<file path="config.mk">
export PLATFORM = sky130hd
export DESIGN_NAME = rapc_alarm_power
export DESIGN_NICKNAME = d
export VERILOG_FILES = /design/src/rapc_alarm_power.v
export VERILOG_INCLUDE_DIRS = /design/src
export SDC_FILE = /design/constraint.sdc
export NUM_CORES = 1
export LEC_CHECK = 0
export ABC_AREA = 1
export BUFFER_PORTS_ARGS = -buffer_cell sky130_fd_sc_hd__buf_2
export CAP_MARGIN = 40
export CORE_MARGIN = 10
export CORE_UTILIZATION = 35
export CTS_CLUSTER_SIZE = 25
export DETAILED_ROUTE_END_ITERATION = 8
export MAX_ROUTING_LAYER = met4
export PLACE_DENSITY = 0.59
export SYNTH_ARGS = -nofsm -noshare
export SYNTH_HDL_FRONTEND = slang
export SYNTH_SLANG_ARGS = --single-unit
</file>
<file path="constraint.sdc">
create_clock -name clk -period 1.9 [get_ports clk]
set_input_delay 0.095 -clock clk [delete_from_list [all_inputs] [get_ports clk]]
set_output_delay 0.095 -clock clk [all_outputs]
set_load 0.01 [all_outputs]
</file>
<file path="src/rapc_defs.vh">
// Constants for the alarm, supply switchover and power-on reset block
`ifndef RAPC_DEFS_VH
`define RAPC_DEFS_VH
// Register word addresses
`define RAPC_ADDR_CTRL 4'h0
`define RAPC_ADDR_STATUS 4'h1
`define RAPC_ADDR_POWER 4'h2
`define RAPC_ADDR_ALARM0 4'h3
`define RAPC_ADDR_ALARM1 4'h4
`define RAPC_ADDR_TIME 4'h5
// Control register fields
`define RAPC_CTRL_EN0 0
`define RAPC_CTRL_EN1 1
`define RAPC_CTRL_REPEAT 2
`define RAPC_CTRL_FSEL_LO 3
`define RAPC_CTRL_FSEL_HI 4
`define RAPC_CTRL_RESET 5'h00
// Status register fields
`define RAPC_STAT_FLAG0 0
`define RAPC_STAT_FLAG1 1
`define RAPC_STAT_BACKUP 2
`define RAPC_STAT_SERIAL_OK 3
`define RAPC_STAT_POR 4
// Power config fields
`define RAPC_PWR_SERIAL_IN_BACKUP 0
`define RAPC_PWR_POLICY 1
`define RAPC_PWR_RESET 2'h2
// Timing
`define RAPC_CLK_HZ 200000000
`define RAPC_POR_MS 250
`define RAPC_POR_CYCLES (`RAPC_CLK_HZ / 1000 * `RAPC_POR_MS)
`define RAPC_OSC_HZ 32768
`define RAPC_OSC_DIV (`RAPC_CLK_HZ / `RAPC_OSC_HZ)
`define RAPC_POR_TICKS (`RAPC_OSC_HZ * `RAPC_POR_MS / 1000)
`define RAPC_PULSE_TICKS 1
`endif

</file>
<file path="src/rapc_alarm_power.v">
// Alarm, supply switchover and power-on reset logic with Avalon-MM access
// Function
// Alarm match when alarm compare value equals current time value.
// A match sets its flag regardless of the pin enable; here a match sets its flag only while that alarm's enable bit is set.
// Reading status clears both alarm flags.
// Host arms single event with enable 1, repeat 0, frequency off.
// Single event: flag set, pin low until flag read and cleared.
// Either alarm drives shared pin; cleared before retriggering.
// Separate flag per alarm so status shows which one fired.
// Repeat mode pulses the pin at every match.
// In repeat mode with both enables, only alarm 0 acts.
// Repeat pulses continue until repeat bit or enables cleared.
// Repeats come only from time-of-day matches, no interval timer.
// Policy bit 0 standard, 1 legacy; legacy after reset.
// Standard: to backup when below backup-hys and below trip.
// Standard: to main when above backup+hys or trip+hys.
// Legacy: to backup below backup-hys, back above backup+hys.
// Serial bus in backup is governed by a control bit.
// Reset output asserted when power comes up.
// Reset released after main above threshold for 250 ms.
// Nonvolatile accesses refused while reset asserted.
// Pin carries alarms only when frequency select is 00.
// Serial-in-backup bit 1 disables serial bus in backup.
// Comparators synchronised; reset delay counted in oscillator ticks.
//
// Register access over Avalon-MM and the register offsets were chosen for this implementation.
`timescale 1ns/1ps
`default_nettype none
`include "rapc_defs.vh"

module rapc_alarm_power #(
   parameter TIME_W = 32,
   parameter POR_TICKS = `RAPC_POR_TICKS,
   parameter OSC_DIV = `RAPC_OSC_DIV
) (
   input wire clk, // 200 MHz system clock
   input wire reset_n, // Asynchronous reset, active low
   input wire [3:0] address, // Avalon word address
   input wire read, // Avalon read strobe
   input wire write, // Avalon write strobe
   input wire [31:0] writedata, // Avalon write data
   output reg [31:0] readdata, // Avalon read data
   output reg waitrequest, // Avalon wait, low one cycle per access
   input wire mainBelowBackupHys, // Comparator: main < backup - hys
   input wire mainAboveBackupHys, // Comparator: main > backup + hys
   input wire mainBelowTrip, // Comparator: main < trip level
   input wire mainAboveTripHys, // Comparator: main > trip + hys
   input wire mainAboveResetThr, // Comparator: main > reset threshold
   input wire nvAccessReq, // Serial request for nonvolatile memory
   output reg nvAccessGrant, // Nonvolatile access allowed
   output reg interruptPinOut, // Pin output level
   output reg interruptPinOe, // Pin drive enable (open drain low)
   output reg useBackup, // Running from backup supply
   output reg serialEnable, // Serial interface allowed
   output reg resetOut_n // Reset output, active low
);

   ////////////////////////////////////////////////////////////////////
   // Registers
   reg [4:0] ctrlReg;
   reg [1:0] powerReg;
   reg [TIME_W-1:0] alarm0Reg;
   reg [TIME_W-1:0] alarm1Reg;
   reg [TIME_W-1:0] timeReg;
   reg flag0Reg;
   reg flag1Reg;
   reg match0Prev;
   reg match1Prev;
   reg ackReg;
   reg [4:0] sync1Reg;
   reg [4:0] sync2Reg;
   reg [15:0] oscCntReg;
   reg oscTickReg;
   reg [31:0] porCntReg;
   reg [12:0] divCntReg;
   reg fclkReg;
   reg pulseReg;
   wire match0;
   wire match1;
   wire rise0;
   wire rise1;
   wire acc;
   wire [1:0] fsel;
   wire freqOff;
   wire repeatMode;

   assign fsel = {ctrlReg[`RAPC_CTRL_FSEL_HI], ctrlReg[`RAPC_CTRL_FSEL_LO]};
   assign freqOff = (fsel == 2'h0);
   assign repeatMode = ctrlReg[`RAPC_CTRL_REPEAT];
   assign acc = (read | write) & ~ackReg;

   ////////////////////////////////////////////////////////////////////
   // Comparator synchronisers, two stages before any use
   always @(posedge clk or negedge reset_n) begin
      if (!reset_n) begin
         sync1Reg <= 5'h00;
         sync2Reg <= 5'h00;
      end else begin
         sync1Reg <= {mainAboveResetThr, mainAboveTripHys, mainBelowTrip,
            mainAboveBackupHys, mainBelowBackupHys};
         sync2Reg <= sync1Reg;
      end
   end

   ////////////////////////////////////////////////////////////////////
   // Avalon slave: one wait cycle, then the access completes
   always @(posedge clk or negedge reset_n) begin
      if (!reset_n) begin
         ackReg <= 1'b0;
         waitrequest <= 1'b1;
         readdata <= 32'h00000000;
         ctrlReg <= `RAPC_CTRL_RESET;
         powerReg <= `RAPC_PWR_RESET;
         alarm0Reg <= {TIME_W{1'b0}};
         alarm1Reg <= {TIME_W{1'b0}};
         timeReg <= {TIME_W{1'b0}};
      end else begin
         ackReg <= acc;
         waitrequest <= ~acc;
         if (acc && write) begin
            case (address)
               `RAPC_ADDR_CTRL: ctrlReg <= writedata[4:0];
               `RAPC_ADDR_POWER: powerReg <= writedata[1:0];
               `RAPC_ADDR_ALARM0: alarm0Reg <= writedata[TIME_W-1:0];
               `RAPC_ADDR_ALARM1: alarm1Reg <= writedata[TIME_W-1:0];
               `RAPC_ADDR_TIME: timeReg <= writedata[TIME_W-1:0];
               default: ;
            endcase
         end
         if (acc && read) begin
            case (address)
               `RAPC_ADDR_CTRL: readdata <= {27'h0, ctrlReg};
               `RAPC_ADDR_STATUS: readdata <= {27'h0, ~resetOut_n,
                  serialEnable, useBackup, flag1Reg, flag0Reg};
               `RAPC_ADDR_POWER: readdata <= {30'h0, powerReg};
               `RAPC_ADDR_ALARM0: readdata <= alarm0Reg;
               `RAPC_ADDR_ALARM1: readdata <= alarm1Reg;
               `RAPC_ADDR_TIME: readdata <= timeReg;
               default: readdata <= 32'h00000000;
            endcase
         end
      end
   end

   ////////////////////////////////////////////////////////////////////
   // Alarm comparison; only time-of-day equality, no interval timer
   assign match0 = (alarm0Reg == timeReg);
   assign match1 = (alarm1Reg == timeReg);
   // Edge of a match so one matching second sets a flag only once
   assign rise0 = match0 & ~match0Prev & ctrlReg[`RAPC_CTRL_EN0];
   assign rise1 = match1 & ~match1Prev & ctrlReg[`RAPC_CTRL_EN1]
      & ~(repeatMode & ctrlReg[`RAPC_CTRL_EN0]);

   // Flags: set wins over the read clear so no event is lost
   always @(posedge clk or negedge reset_n) begin
      if (!reset_n) begin
         match0Prev <= 1'b0;
         match1Prev <= 1'b0;
         flag0Reg <= 1'b0;
         flag1Reg <= 1'b0;
      end else begin
         match0Prev <= match0;
         match1Prev <= match1;
         if (rise0)
            flag0Reg <= 1'b1;
         else if (acc && read && address == `RAPC_ADDR_STATUS)
            flag0Reg <= 1'b0;
         if (rise1)
            flag1Reg <= 1'b1;
         else if (acc && read && address == `RAPC_ADDR_STATUS)
            flag1Reg <= 1'b0;
      end
   end

   ////////////////////////////////////////////////////////////////////
   // Oscillator tick and divided frequency output
   always @(posedge clk or negedge reset_n) begin
      if (!reset_n) begin
         oscCntReg <= 16'h0000;
         oscTickReg <= 1'b0;
         divCntReg <= 13'h0000;
         fclkReg <= 1'b0;
      end else begin
         oscTickReg <= 1'b0;
         if (oscCntReg == OSC_DIV - 1) begin
            oscCntReg <= 16'h0000;
            oscTickReg <= 1'b1;
         end else begin
            oscCntReg <= oscCntReg + 16'h0001;
         end
         if (oscTickReg) begin
            divCntReg <= divCntReg + 13'h0001;
         end
         // Rates: 01 raw tick toggle, 10 divide by 8, 11 divide by 2^13
         case (fsel)
            2'h1: fclkReg <= fclkReg ^ oscTickReg;
            2'h2: fclkReg <= divCntReg[2];
            2'h3: fclkReg <= divCntReg[12];
            default: fclkReg <= 1'b0;
         endcase
      end
   end

   ////////////////////////////////////////////////////////////////////
   // Repeat pulse: low from each match until the next oscillator tick
   always @(posedge clk or negedge reset_n) begin
      if (!reset_n) begin
         pulseReg <= 1'b0;
      end else if ((rise0 | rise1) && repeatMode) begin
         pulseReg <= 1'b1;
      end else if (oscTickReg || !repeatMode) begin
         pulseReg <= 1'b0;
      end
   end

   // Pin source: alarm only with frequency select 00
   always @(posedge clk or negedge reset_n) begin
      if (!reset_n) begin
         interruptPinOut <= 1'b0;
         interruptPinOe <= 1'b0;
      end else begin
         interruptPinOut <= 1'b0;
         if (!freqOff) begin
            interruptPinOe <= ~fclkReg;
         end else if (repeatMode) begin
            interruptPinOe <= pulseReg;
         end else begin
            interruptPinOe <= flag0Reg | flag1Reg;
         end
      end
   end

   ////////////////////////////////////////////////////////////////////
   // Supply switchover
   always @(posedge clk or negedge reset_n) begin
      if (!reset_n) begin
         useBackup <= 1'b0;
      end else if (!useBackup) begin
         if (powerReg[`RAPC_PWR_POLICY])
            useBackup <= sync2Reg[0];
         else
            useBackup <= sync2Reg[0] & sync2Reg[2];
      end else begin
         if (powerReg[`RAPC_PWR_POLICY])
            useBackup <= ~sync2Reg[1];
         else
            useBackup <= ~(sync2Reg[1] | sync2Reg[3]);
      end
   end

   always @(posedge clk or negedge reset_n) begin
      if (!reset_n)
         serialEnable <= 1'b1;
      else
         serialEnable <= ~(useBackup &
            powerReg[`RAPC_PWR_SERIAL_IN_BACKUP]);
   end

   ////////////////////////////////////////////////////////////////////
   // Power-on reset: count oscillator ticks while above threshold
   always @(posedge clk or negedge reset_n) begin
      if (!reset_n) begin
         porCntReg <= 32'h00000000;
         resetOut_n <= 1'b0;
      end else if (!sync2Reg[4]) begin
         porCntReg <= 32'h00000000;
         resetOut_n <= 1'b0;
      end else if (porCntReg >= POR_TICKS) begin
         resetOut_n <= 1'b1;
      end else if (oscTickReg) begin
         porCntReg <= porCntReg + 32'h00000001;
      end
   end

   always @(posedge clk or negedge reset_n) begin
      if (!reset_n)
         nvAccessGrant <= 1'b0;
      else
         nvAccessGrant <= nvAccessReq & resetOut_n & serialEnable;
   end

endmodule // rapc_alarm_power
`default_nettype wire

</file>
After elaboration in Yosys (flattened, before gate mapping)
Index checks and enable logic that the tools add are counted.
{"block": "word_totals", "reg_bits": 220, "latch_bits": 0, "mem_bits_rw": 0, "rom_bits": 0, "in_bits": 46, "out_inout_bits": 39, "elab_cells": 105, "mem_count": 0}
{"block": "classes", "n_addsub": 3, "n_mul": 0, "div": 0, "order_cmp": 1, "eq_ne": 14, "shift": 0, "n_mux": 19, "n_bitwise": 26, "n_reduce_logical": 17}
{"cell": "$pmux W32 S6", "count": 1}
{"cell": "$mux W32", "count": 3}
{"cell": "$eq A32 B32 Y1", "count": 2}
{"cell": "$add A32 B1 Y32 const B", "count": 1}
{"cell": "$ge A32 B14 Y1 const B", "count": 1}
{"cell": "$add A16 B1 Y16 const B", "count": 1}
{"cell": "$eq A16 B13 Y1 const B", "count": 1}
{"cell": "$mux W16", "count": 1}
{"cell": "$add A13 B1 Y13 const B", "count": 1}
{"cell": "$mux W1", "count": 13}
{"cell": "$reduce_and A2 Y1", "count": 6}
{"cell": "$and A1 B1 Y1", "count": 11}
{"cell": "$not A1 Y1", "count": 10}
{"cell": "$eq A4 B2 Y1 const B", "count": 2}
{"cell": "$eq A4 B3 Y1 const B", "count": 2}
{"cell": "$reduce_bool A2 Y1", "count": 3}
{"cell": "$eq A2 B2 Y1 const B", "count": 2}
{"cell": "$eq A4 B1 Y1 const B", "count": 1}
{"cell": "$logic_and A1 B1 Y1", "count": 4}
{"cell": "$logic_not A4 Y1", "count": 1}
{"cell": "$ne A2 B1 Y1 const B", "count": 2}
{"cell": "$or A1 B1 Y1", "count": 4}
{"cell": "$pmux W1 S3", "count": 1}
{"cell": "$eq A2 B1 Y1 const B", "count": 1}
{"cell": "5 further kinds", "count": 5}

Longest topological paths before layout
{"block": "logic_depth", "word_depth": 7, "mapped_depth": 12, "depth_no_buf": 12}

Worst setup path after synthesis
OpenSTA, ideal clock, no wires.
{"block": "synth_timing", "kind": "reg2reg", "startpoint": "reg oscCntReg[0]", "endpoint": "reg oscCntReg[12]", "setup_ps": 123, "t_arrival_ps": 1269, "required_ps": 1777, "slack_ps": 508, "stages_incl_launch_ff": 9, "path_buffers": 0, "period_less_slack_ps": 1392, "path_cell_list": "dfrtp_1 -> ha_1 -> nand2_1 -> nor3_2 -> nand2_2 -> nor2_2 -> nand3_1 -> o21ai_0 -> a21oi_1"}
{"block": "synth_via", "elab_chain_cells": 2, "elab_cells_between_ends": 3, "cone_classes": "add/sub (1); eq/ne (1); mux (1)"}
{"item": "start, declared", "line_no": "rapc_alarm_power.v:72", "rtl": "reg [15:0] oscCntReg;"}
{"item": "start signal, assigned", "line_no": "rapc_alarm_power.v:189", "rtl": "oscCntReg <= oscCntReg + 16'h0001;"}
{"item": "$add A16 B1 Y16 or $eq A16 B13 Y1 (tied branches)", "line_no": "rapc_alarm_power.v:189, rapc_alarm_power.v:185"}
{"item": "$mux W16 *", "line_no": "rapc_alarm_power.v:185", "rtl": "if (oscCntReg == OSC_DIV - 1) begin"}
Every way passes the cells marked *; elsewhere a longest branch is shown, timed or not.
A chain may end at the register's enable or synchronous reset.

Final worst setup path
{"block": "layout_timing", "startpoint": "reg porCntReg[17]", "endpoint": "reg porCntReg[31]"}
{"block": "layout_via", "elab_chain_cells": 4, "elab_cells_between_ends": 7, "cone_classes": "add/sub (1); order compare (1); eq/ne (1); mux (3); reduce/logical (1)"}
{"item": "start, declared", "line_no": "rapc_alarm_power.v:74", "rtl": "reg [31:0] porCntReg;"}
{"item": "start signal, assigned", "line_no": "rapc_alarm_power.v:271", "rtl": "porCntReg <= porCntReg + 32'h00000001;"}
{"item": "$add A32 B1 Y32", "line_no": "rapc_alarm_power.v:271"}
{"item": "$mux W32", "line_no": "rapc_alarm_power.v:270", "rtl": "end else if (oscTickReg) begin"}
{"item": "$mux W32", "line_no": "rapc_alarm_power.v:268", "rtl": "end else if (porCntReg >= POR_TICKS) begin"}
{"item": "$mux W32", "line_no": "rapc_alarm_power.v:265", "rtl": "end else if (!sync2Reg[4]) begin"}
Parallel ways exist; a longest one is shown, timed or not. The select of a mux whose other input is x is not followed.

==> run_results.csv <==
group,metric,value,unit
run_status,outcome,"finished clean",
sta,tightest_slew,0.628,ns
logic_synthesis,async_reset_ff_frac,1.00,
worst_setup_path,worst_path_most_repeated_cell,"nor2_1",
global_route,grt_overflow_total,0,
pwr,p_per_area,1000,nW/um2
logic_synthesis,syn_inst,1250,
route,ant_nets,0,
worst_setup_path,slowest_delay,0.37,ns
hold_path,holdPathStages,4,
sta,fin_crit_sh,0.841,
worst_setup_path,rrSetupSlack,0.30,ns
global_route,grt_max_degree,65,
route,vias,8256,
finish,antenna_cells,0,
worst_setup_path,crit_type,"register to register",
worst_setup_path,cpMaxStageDelayCell,"dfrtp_1",
worst_setup_path,cp-end-kind,"register",
global_route,grt_pass1_wl,42800,um
finish,fill_cells,2890,
sta,setup_viol,0,
route,dr.pass1.iters,7,
sta,min_period,1.60,ns
finish,fin_area,12500,um2
die,core,28900,um2
sta,whs,0.0281,ns
worst_setup_path,critical_path.top_delay_family,"simple AND/OR/NAND/NOR gates",
finish,fin_nets,1434,
global_route,top_usage_layer,"met2",
placement,placed_cell_area,11300,um2
logic_synthesis,synth_nets,1301,
clock_network,cts_setup_buffers,0,
clock_network,cts_sinks,220,
global_route,first_global_vias,8047,
clock_network,root_buffer,"clkbuf_16",
logic_synthesis,ys_ff_latch,220,
route,drc_errors,0,
pwr,irDropWorstVdd,0.546,mV
hold_path,hold_end,"powerReg[1]$_DFFE_PN1P_",
global_route,grt_use_met3,0.0232,
sta,finalHoldViolCount,0,
worst_setup_path,worstPathArrival,2.01,ns
placement,dp_hpwl,18800,um
clock_network,cts_tree,"built",
worst_setup_path,r2r_cells,9,
worst_setup_path,reg2reg_to,"porCntReg[31]$_DFFE_PN0P_",
placement,dp_cells,1700,
sta,setup-tns-final,0,ns
placement,globalplace.congestion,0.853,
sta,rsz0062_at_grt,"false",
route,post_drt_wl_per_cell,14.6,um
worst_setup_path,timing.rr.start,"porCntReg[17]$_DFFE_PN0P_",
logic_synthesis,synth_flop_cell,"dfrtp_1",
clock_network,clockBufferDepth,3,
logic_synthesis,yosysUniqueCellTypes,47,
logic_synthesis,avgSynthCellArea,8.29,um2
finish,area.sequential,5510,um2
finish,syn_to_final_growth,20.4,%
clock_network,clk_pin_slew,0.06,ns
die,io_pins,85,
route,viasPerCell,4.63,
worst_setup_path,cp_max_fo,15,
global_route,grt_util_all_layers,0.146,
logic_synthesis,yosysSeqAreaShare,0.532,
route,routed_wl,26100,um
die,die_h,192,um
worst_setup_path,start_kind,"register",
worst_setup_path,cp_cell_sequence,"nor2_1 -> nand2_1 -> nor2_1 -> nand3_1 -> nor2_1 -> nor2_1 -> inv_1 -> buf_12 -> nor2_1",
hold_path,worst_hold_path_type,"input port to register",
worst_setup_path,critPathBufInv,2,
sta,finalClockSkew,0.0150,ns
clock_network,clk_latency,0.52,ns
finish,drive_above_1_share,0.124,
worst_setup_path,crit_required,2.31,ns
route,drt_iter0_drc,559,
sta,maxSlewHeadroom,0.581,
die,num_rows,62,
clock_network,cts-hold-fix-buffers,41,
die,fp.dieW,192,um
logic_synthesis,synth_area,10400,um2
finish,layout.cells.non_filler,1783,
global_route,antenna_found_initial,0,
logic_synthesis,yosys_warnings,0,
global_route,use_met2,0.217,
finish,multi_input_area,3980,um2
hold_path,min-delay-start,"address[0]",
placement,io_buffers,83,
clock_network,numCtsBuffers,24,
pwr,leakage,0.00620,uW
sta,fmax,626,MHz
sta,finalMaxSlewViolations,0,
run,cap_violations,0,
clock_network,h-tree-depth,1,
clock_network,cts_resized,0,
die,die-area,36900,um2
die,start_util,0.358,
global_route,met1_usage,0.203,
logic_synthesis,synth_edf_count,0,
-- routing by layer --
metal	vias up	part of all wire	routed length (um)
met2	182	0.44	11500
met5	-	0	0
met1	3853	0.49	12700
met3	35	0.053	1390
met4	0	0.018	468
li1	4186	-	-
-- logic make-up (layout without fill, tap and decap cells) --
group | after synthesis | after routing | synth area share
and+or+nand+nor | 544 | 544 | 0.221
DFF | 220 | 220 | 0.532
AOI/OAI and AO/OA | 213 | 213 | 0.110
buffers and inverters | 212 | 361 | 0.0843
xor gates and xnor gates | 55 | 55 | 0.0465
adders and majority gates | 5 | 5 | 0.00604
other | 1 | 1 | 0.000362
-- sequential cells by signal (all words and copies together) (netlist names), 2 cells and up --
signal     count
alarm1Reg     32
powerReg       2
oscCntReg     16
divCntReg     13
timeReg       32
porCntReg     32
readdata      32
ctrlReg        5
sync1Reg       5
sync2Reg       5
alarm0Reg     32
-- power by group --
part	switching, uW	internal, uW
combinational	1250	892
sequential	548	5250
clock	1820	2770
-- final cells by class --
cell class / count / area share
Timing Repair Buffer: 144 / 0.0850
Tap cell: 384 / 0.0385
Clock inverter: 4 / 0.00381
Inverter: 175 / 0.0531
Multi-Input combinational cell: 818 / 0.319
Sequential cell: 220 / 0.442
Clock buffer: 38 / 0.0589
-- synthesized netlist by cell type, types with 3 or more instances --
cell type / instances / area, um2
nand2_4: 3 / 33.8
clkbuf_1: 3 / 11.3
nand2_1: 379 / 1420
dfrtp_1: 217 / 5430
a21oi_1: 29 / 145
nand2_2: 3 / 18.8
nand4_1: 11 / 68.8
nor4_1: 3 / 18.8
xor2_1: 18 / 158
nand3_1: 33 / 165
nor2_4: 3 / 33.8
ha_1: 5 / 62.6
o21ai_0: 52 / 260
o31ai_1: 4 / 30.0
o21ai_1: 97 / 485
inv_1: 165 / 619
inv_2: 7 / 26.3
dfstp_2: 3 / 78.8
xnor2_1: 37 / 324
buf_2: 27 / 135
o22ai_1: 20 / 125
nor2_2: 3 / 18.8
nor3_1: 11 / 55.1
buf_6: 4 / 45.0
nor2_1: 86 / 323
-- worst max-delay path by stage --
stage,startpoint,end,slack [ns],cells past startpoint
final,porCntReg[17]$_DFFE_PN0P_,porCntReg[31]$_DFFE_PN0P_,0.30,9
after global routing,porCntReg[17]$_DFFE_PN0P_,porCntReg[28]$_DFFE_PN0P_,0.07,9
after CTS,porCntReg[18]$_DFFE_PN0P_,porCntReg[18]$_DFFE_PN0P_,0.29,9
after detailed placement,porCntReg[18]$_DFFE_PN0P_,porCntReg[25]$_DFFE_PN0P_,0.29,9
after global placement,oscCntReg[0]$_DFF_PN0_,oscCntReg[12]$_DFF_PN0_,0.32,9
after floorplan,oscCntReg[0]$_DFF_PN0_,oscCntReg[12]$_DFF_PN0_,0.51,8
-- cells in the final DEF, fill, tap and decap left out, types with 7 or more instances in the layout --
cell	netlist	routed
clkbuf_16	0	25
o21ai_0	52	52
o21ai_1	97	97
dlygate4sd3_1	0	41
inv_2	7	7
nand4_1	11	11
nor2_1	86	86
buf_2	27	82
buf_4	2	14
inv_1	165	165
nor3_1	11	11
clkbuf_1	3	7
xor2_1	18	18
dfrtp_1	217	217
nand3_1	33	33
a21oi_1	29	29
nand2_1	379	379
xnor2_1	37	37
o22ai_1	20	20
-- tightest hold or removal path: cells and delay by family --
kind | cells | cell delay, ns
buf+inv | 1 | 0.13
simple gates | 2 | 0.22
compound gates | 1 | 0.09
-- through the flow --
stage                      util  power, uW  worst slack, ns
final                     0.431      12500            0.302
after global routing      0.431      13300           0.0702
after CTS                 0.431      12700            0.288
after detailed placement  0.390       7960            0.292
after global placement    0.390       7910            0.322
after floorplan               -       7180            0.508
Power figures use the tool's default switching activity.
